$ cat src/rail_fault_pkg.sv
// Purpose: Shared constants and carriers for the rail fault protection block
// Assumes: 25 MHz system clock
// Notes:   Comparator levels arrive as one packed bundle
package rail_fault_pkg;

  localparam int CLK_HZ          = 25_000_000;
  localparam int OV_DELAY_NS     = 1000;
  localparam int UV_DELAY_NS     = 3000;
  localparam int UVLO_DELAY_NS   = 3000;
  // Least times, rounded up to whole cycles
  localparam int OV_DELAY_CYC    = (OV_DELAY_NS * (CLK_HZ / 1_000_000) + 999) / 1000;
  localparam int UV_DELAY_CYC    = (UV_DELAY_NS * (CLK_HZ / 1_000_000) + 999) / 1000;
  localparam int UVLO_DELAY_CYC  = (UVLO_DELAY_NS * (CLK_HZ / 1_000_000) + 999) / 1000;
  localparam int CNT_W           = 8;
  localparam int CODE_W          = 8;
  // Code standing for the fixed 0.9 V point; plain default
  localparam logic [7:0] FIXED_POINT_CODE = 8'h5A;

  // Analog comparator results, high when the condition holds
  typedef struct packed {
    logic above_ref_ov;   // Sense above reference plus OV margin
    logic above_fixed_ov; // Sense above fixed point plus OV margin
    logic below_zero;     // Sense below 0 V
    logic below_ref_uv;   // Sense below reference minus UV margin
    logic supply_low;     // Supply below power-on threshold
  } cmp_s;

  typedef struct packed {
    logic ov;
    logic uv;
    logic uvlo;
    logic nv;
  } fault_s;

endpackage

$ cat src/rail_fault_protection.sv
// Purpose: Fault qualification, latching and gate-drive override for one rail
// Assumes: sys_rst is the power-on reset; comparator pins are asynchronous
// Notes:   PWM requests come from logic on clk and need no synchroniser
`timescale 1ns/10ps
`default_nettype none

module rail_fault_protection #(
  parameter int PHASES = 2
) (
  input  wire logic                                  clk,
  input  wire logic                                  sys_rst,
  input  wire rail_fault_pkg::cmp_s                  cmp_pins,
  input  wire logic                                  por_done,
  input  wire logic [rail_fault_pkg::CODE_W-1:0]     target_voltage_code,
  input  wire logic [PHASES-1:0]                     phase_active,
  input  wire logic [PHASES-1:0]                     pwm_hs_req,
  input  wire logic [PHASES-1:0]                     pwm_ls_req,
  output logic      [PHASES-1:0]                     hs_drive,
  output logic      [PHASES-1:0]                     ls_drive,
  output logic                                       peer_shutdown_req,
  output rail_fault_pkg::fault_s                     fault_status
);

  localparam logic [7:0] OV_N   = 8'(rail_fault_pkg::OV_DELAY_CYC);
  localparam logic [7:0] UV_N   = 8'(rail_fault_pkg::UV_DELAY_CYC);
  localparam logic [7:0] UVLO_N = 8'(rail_fault_pkg::UVLO_DELAY_CYC);

  // ==========================================================
  // Input synchronisers
  rail_fault_pkg::cmp_s cmp_meta_r;
  rail_fault_pkg::cmp_s cmp_r;
  logic                 por_meta_r;
  logic                 por_r;

  always_ff @(posedge clk or posedge sys_rst)
  begin
    if (sys_rst)
    begin
      cmp_meta_r <= '0;
      cmp_r      <= '0;
      por_meta_r <= 1'b0;
      por_r      <= 1'b0;
    end
    else
    begin
      cmp_meta_r <= cmp_pins;
      cmp_r      <= cmp_meta_r;
      por_meta_r <= por_done;
      por_r      <= por_meta_r;
    end
  end

  // ==========================================================
  // Deglitch counters
  // Saturating count of consecutive cycles the condition has held
  function automatic logic [7:0] dg_next(input logic cond, input logic [7:0] cnt,
                                         input logic [7:0] lim);
    if (!cond)
      dg_next = 8'h00;
    else if (cnt < lim)
      dg_next = cnt + 8'h01;
    else
      dg_next = cnt;
  endfunction

  logic       ov_cond;
  logic [7:0] ov_cnt_r;
  logic [7:0] uv_cnt_r;
  logic [7:0] uvlo_cnt_r;

  // Below the fixed point the threshold is fixed point plus margin
  assign ov_cond = por_r && ((target_voltage_code < rail_fault_pkg::FIXED_POINT_CODE) ?
                   cmp_r.above_fixed_ov : cmp_r.above_ref_ov);

  always_ff @(posedge clk or posedge sys_rst)
  begin
    if (sys_rst)
    begin
      ov_cnt_r   <= 8'h00;
      uv_cnt_r   <= 8'h00;
      uvlo_cnt_r <= 8'h00;
    end
    else
    begin
      ov_cnt_r   <= dg_next(ov_cond, ov_cnt_r, OV_N);
      uv_cnt_r   <= dg_next(cmp_r.below_ref_uv, uv_cnt_r, UV_N);
      uvlo_cnt_r <= dg_next(cmp_r.supply_low, uvlo_cnt_r, UVLO_N);
    end
  end

  // ==========================================================
  // Fault flags; OV and UV latch, lockout and NV follow their conditions
  logic ov_r;
  logic uv_r;
  logic uvlo_r;
  logic nv_r;

  // Only the power-on reset clears OV and UV
  always_ff @(posedge clk or posedge sys_rst)
  begin
    if (sys_rst)
    begin
      ov_r <= 1'b0;
      uv_r <= 1'b0;
    end
    else
    begin
      if (ov_cnt_r == OV_N)
        ov_r <= 1'b1;
      if (uv_cnt_r == UV_N)
        uv_r <= 1'b1;
    end
  end

  // Lockout follows the supply; it drops as soon as the supply recovers
  always_ff @(posedge clk or posedge sys_rst)
  begin
    if (sys_rst)
      uvlo_r <= 1'b0;
    else
      uvlo_r <= (uvlo_cnt_r == UVLO_N);
  end

  // Negative protection only exists inside the OV latch state
  always_ff @(posedge clk or posedge sys_rst)
  begin
    if (sys_rst)
      nv_r <= 1'b0;
    else
      nv_r <= ov_r && cmp_r.below_zero;
  end

  // ==========================================================
  // Gate-drive override
  logic [PHASES-1:0] hs_nxt;
  logic [PHASES-1:0] ls_nxt;

  always_comb
  begin
    hs_nxt = pwm_hs_req & phase_active;
    ls_nxt = pwm_ls_req & phase_active;
    if (uvlo_r || uv_r)
    begin
      hs_nxt = '0;
      ls_nxt = '0;
    end
    else if (ov_r)
    begin
      hs_nxt = '0;
      ls_nxt = nv_r ? '0 : phase_active;
    end
  end

  always_ff @(posedge clk or posedge sys_rst)
  begin
    if (sys_rst)
    begin
      hs_drive          <= '0;
      ls_drive          <= '0;
      peer_shutdown_req <= 1'b0;
      fault_status      <= '0;
    end
    else
    begin
      hs_drive          <= hs_nxt;
      ls_drive          <= ls_nxt;
      peer_shutdown_req <= ov_r || uv_r;
      fault_status      <= {ov_r, uv_r, uvlo_r, nv_r};
    end
  end
endmodule

`default_nettype wire

$ cat config.mk
export PLATFORM = sky130hd
export DESIGN_NAME = rail_fault_protection
export DESIGN_NICKNAME = d
export VERILOG_FILES = /design/src/rail_fault_pkg.sv /design/src/rail_fault_protection.sv
export SDC_FILE = /design/constraint.sdc
export NUM_CORES = 1
export LEC_CHECK = 0
export ABC_AREA = 1
export BUFFER_PORTS_ARGS = -buffer_cell sky130_fd_sc_hd__buf_2
export CORE_ASPECT_RATIO = 2
export CORE_MARGIN = 2
export CORE_UTILIZATION = 55
export CTS_CLUSTER_SIZE = 25
export DETAILED_ROUTE_END_ITERATION = 10
export PLACE_DENSITY = 0.81
export SYNTH_ARGS = -nofsm -noshare
export SYNTH_HDL_FRONTEND = slang
export SYNTH_SLANG_ARGS = --single-unit
export TNS_END_PERCENT = 30
$ cat constraint.sdc
create_clock -name clk -period 1.96 [get_ports clk]
set_input_delay 0.392 -clock clk [delete_from_list [all_inputs] [get_ports clk]]
set_output_delay 0.392 -clock clk [all_outputs]
set_load 0.02 [all_outputs]
# Word-level counts from Yosys, hierarchy flattened
# Cells that the tools add are included.
[totals]
output_inout_bits = 9
inputBits = 22
latch_bits = 0
romBits = 0
word_cells = 57
ram_bits = 0
ff_bits = 49
memories = 0
[op_classes]
n_div = 0
shifts = 0
multipliers = 0
muxes = 12
order_cmp = 4
bitwise = 2
add_sub_neg = 3
eq_ne = 6
reduce_logical = 4
[ops]
columns = ["op", "count"]
rows = [
  ["$mux W8", 6],
  ["$add A8 B1 Y8 const B", 3],
  ["$lt A8 B7 Y1 const B", 3],
  ["$eq A8 B7 Y1 const B", 2],
  ["$mux W2", 5],
  ["$eq A8 B5 Y1 const B", 1],
  ["$lt A8 B5 Y1 const B", 1],
  ["$ne A2 B1 Y1 const B", 3],
  ["$and A2 B2 Y2", 2],
  ["$logic_and A1 B1 Y1", 2],
  ["$logic_or A1 B1 Y1", 2],
  ["$mux W1", 1],
]

# Longest topological paths before layout
[depth]
ltp_word = 4
depth_mapped = 9
depth_no_buf = 9

# Least setup slack after synthesis
# OpenSTA, ideal clock, no wires.
[synth_timing]
path_kind = "register -> register"
startpoint = "register uvlo_cnt_r[0]"
endpoint = "register uvlo_cnt_r[0]"
setup_ps = 117
stages_incl_launch_ff = 8
arrival_ps = 1187
slack_ps = 656
synth_period_minus_slack_ps = 1304
path_buffers = 0
required_time_ps = 1843
cell_sequence = "dfrtp_1 -> ha_1 -> nand2_1 -> nand3_1 -> a21oi_4 -> nand2_1 -> nand2_1 -> nor2_1"
[synth_between]
elab_chain_cells = 3
word_cells_on_any_way = 5
classes_between = "1 x add/sub; 1 x order compare; 1 x eq/ne; 2 x mux"
[synth_rtl]
columns = ["element", "line_no", "text"]
rows = [
  ["from (decl)", "rail_fault_protection.sv:69", "logic [7:0] uvlo_cnt_r;"],
  ["from (signal assigned)", "rail_fault_protection.sv:87", "uvlo_cnt_r <= dg_next(cmp_r.supply_low, uvlo_cnt_r, UVLO_N);"],
  ["$add A8 B1 Y8", "rail_fault_protection.sv:61", "dg_next = cnt + 8'h01;"],
  ["$mux W8", "rail_fault_protection.sv:60", "else if (cnt < lim)"],
  ["$mux W8", "rail_fault_protection.sv:58", "if (!cond)"],
]
# Several ways; a longest one is shown, not always the timed one. The select of a mux whose other input is x is not followed.
# A chain may end at the register's enable or synchronous reset.

# Final worst setup path
# Same ends and word-level chain as after synthesis.

==> results.ini <==
[global_route]
grt-ovfl-total = 0
grt_usage_pct = 20.23
antenna_found_initial = 1
grt_pass1_vias = 1661
grt_first_pass_wirelength_um = 6451
grt_max_degree = 27

[routing]
drc = 0
post_drt_wl_per_cell_um = 11.35
viasPerCell = 5.006
drt_wl_total_um = 3551
postRouteAntennaNets = 0
drtIter0Drc = 25
num_vias = 1567
first_pass_iters = 4

[clock_tree]
htreeDepth = 2
worst_skew_pair.late_latency_ns = 0.30
cts_sinks = 49
cts_root_buffer = clkbuf_8
clk_pin_slew_ns = 0.09
cts_tree = done
clockBufferDepth = 2
ctsResizeCount = 0
post_cts_buffers = 0
cts-hold-fix-buffers = 0
cts_made_buffers = 5

[worst_setup_path]
start_kind = flop
path_common_cell = nand2_1
slowest_delay_ns = 0.45
endpoint_kind = flop
critPathBufInv = 0
slowest_stage = dfrtp_1
crit_chain = ha_1 > nand2_1 > nand3_1 > a21oi_4 > nand2_1 > nand2_1 > nor2_1
crit_fanout = 6
cp.required_ns = 2.15
criticalPathCategory = reg2reg
cp.arrival_ns = 1.66
path_delay_family = flip-flops

[final_layout]
layout_commonest_cell = nand2_1
n_fill_cell = 333
ff_latch_area_mm2 = 0.001226
mostFrequentLayoutCells = 50 x nand2_1, 49 x dfrtp_1, 32 x inv_1
fin_nets = 289
area_delta_synth_final_pct = 14.34
multi_input_area_um2 = 740.7
final_area_mm2 = 0.002405
drive_gt1_share_pct = 19.39

[pwr]
p_per_area_mw_per_mm2 = 719.9
power.leakage_nw = 1.334
irDropWorstVdd_uv = 679.9

[logic_synthesis]
ys_seq_area_share_pct = 58.30
syn_inst = 226
yosys.area_share.simple_pct = 25.58
ys_ff_latch = 49
synth_cell_types = 27
yosys_warnings = 0
synthXorXnorAreaFrac_pct = 1.666
synth.avg_cell_area_um2 = 9.306
netlist_area_mm2 = 0.002103
synth_compound_area_share_pct = 4.997
muxShareOfSynthArea_pct = 0
synthesis.nets = 253
synthAdderAreaFrac_pct = 2.974
synth_top_family_by_area = simple AND/OR/NAND/NOR gates

[placed_design]
dp_hpwl_um = 2712
dpl-instance-area_mm2 = 0.002316
port_buffers = 29
place.gp.congestion = 0.7780

[die]
io_pins = 31
fp-row-count = 31
core_mm2 = 0.003646
die_h_um = 91.46
start_util_pct = 57.69
die_w_um = 47.73
die_area_mm2 = 0.004365

[timing]
finalSetupTns_ns = 0
worst_slew_pin_slew_ns = 0.5135
hold_violations = 0
post-route-period-util_pct = 74.96
slew_headroom_pct = 65.71
period_needed_ns = 1.469
timing.fmax_mhz = 680.7
setup_viol = 0
clock_skew_ns = 0.006487
slew_violations = 0
rsz0062_at_grt = false

[hold_path]
hold_path_class = in2async

[status]
status = finished, final reports clean

[run]
maxCapViolCount = 0

-- Yosys cell counts --
master	n	share of area (%)
a21boi_1	2	0.71
a21oi_1	3	0.71
a21oi_2	1	0.42
a21oi_4	1	0.77
buf_2	1	0.24
clkbuf_1	1	0.18
dfrtp_1	49	58
ha_1	5	3.0
inv_1	33	5.9
inv_2	1	0.18
nand2_1	50	8.9
nand2_4	1	0.54
nand3_1	27	6.4
nand3_2	1	0.48
nand3b_1	1	0.36
nand4_1	9	2.7
nor2_1	24	4.3
nor3_1	1	0.24
nor3_4	1	0.77
o21a_1	1	0.36
o21ai_0	2	0.48
o21ai_1	1	0.24
o21ai_2	1	0.42
o21bai_2	1	0.54
o31ai_1	1	0.36
or2_2	3	0.89
xor2_1	4	1.7
-- stage by stage --
stage | setup slack (ns) | utilization (%) | hold slack (ns) | total power, W | instances
2_1_floorplan | 0.3952 | - | 0.3312 | 0.001150 | 226
3_3_place_gp | 0.5413 | 63.52 | 0.3322 | 0.001191 | 304
3_5_place_dp | 0.4880 | 63.52 | 0.3347 | 0.001195 | 304
4_1_cts | 0.4786 | 65.89 | 0.1289 | 0.001754 | 312
5_1_grt | 0.3604 | 65.96 | 0.1622 | 0.001826 | 313
6_report | 0.4908 | 65.96 | 0.1119 | 0.001731 | 313
-- power by group --
part	internal (W)	switching, W	leakage, nW
clock	0.000246	0.000313	0.0439
combinational	0.0000448	0.0000617	0.644
sequential	0.00104	0.0000266	0.646
-- worst paths after layout --
kind                                                start                        end  slack [ns]  cells after the start
worst min-delay path                              sys_rst  uvlo_cnt_r[4]$_DFFE_PP0P_        0.11                      2
min in group clk                                 por_done       por_meta_r$_DFF_PP0_        0.20                      1
worst max register to register  uvlo_cnt_r[0]$_DFFE_PP0P_  uvlo_cnt_r[0]$_DFFE_PP0P_        0.49                      7
worst max-delay path            uvlo_cnt_r[0]$_DFFE_PP0P_  uvlo_cnt_r[0]$_DFFE_PP0P_        0.49                      7
max in group asynchronous                         sys_rst      hs_drive[1]$_DFF_PP0_        1.26                      3
worst min register to register    cmp_meta_r[1]$_DFF_PP0_         cmp_r[1]$_DFF_PP0_        0.35                      0
-- cell type report --
type	count	share of cell area (%)
Antenna cell	1	0.1041
Clock buffer	5	2.862
Clock inverter	3	0.7284
Inverter	34	5.307
Multi-Input combinational cell	141	30.80
Sequential cell	49	50.99
Tap cell	49	2.549
Timing Repair Buffer	31	6.660
-- layer usage --
| layer | global-route usage [%] | up-vias | part of all wire, % |
|---|---|---|---|
| met3 | 5.964 | 9 | 4.9 |
| met5 | 6.154 | - | 0 |
| met2 | 34.67 | 33 | 55 |
| li1 | - | 787 | - |
| met4 | 11.04 | 0 | 2.9 |
| met1 | 19.12 | 738 | 37 |
-- kinds of logic (layout without fill, tap and decap cells) --
logic type      Yosys count  count (layout)
simple gates            118             118
flops                    49              49
buf+inv                  36              73
compound gates           14              14
fa+ha+maj                 5               5
xor+xnor                  4               4
other cells               0               1
-- registers in the layout (all words and copies together) (netlist names), 2 cells and up --
register      count
cmp_meta_r        5
cmp_r             5
fault_status      4
hs_drive          2
ls_drive          2
ov_cnt_r          8
uv_cnt_r          8
uvlo_cnt_r        8
(Power assumes the default switching activity.)
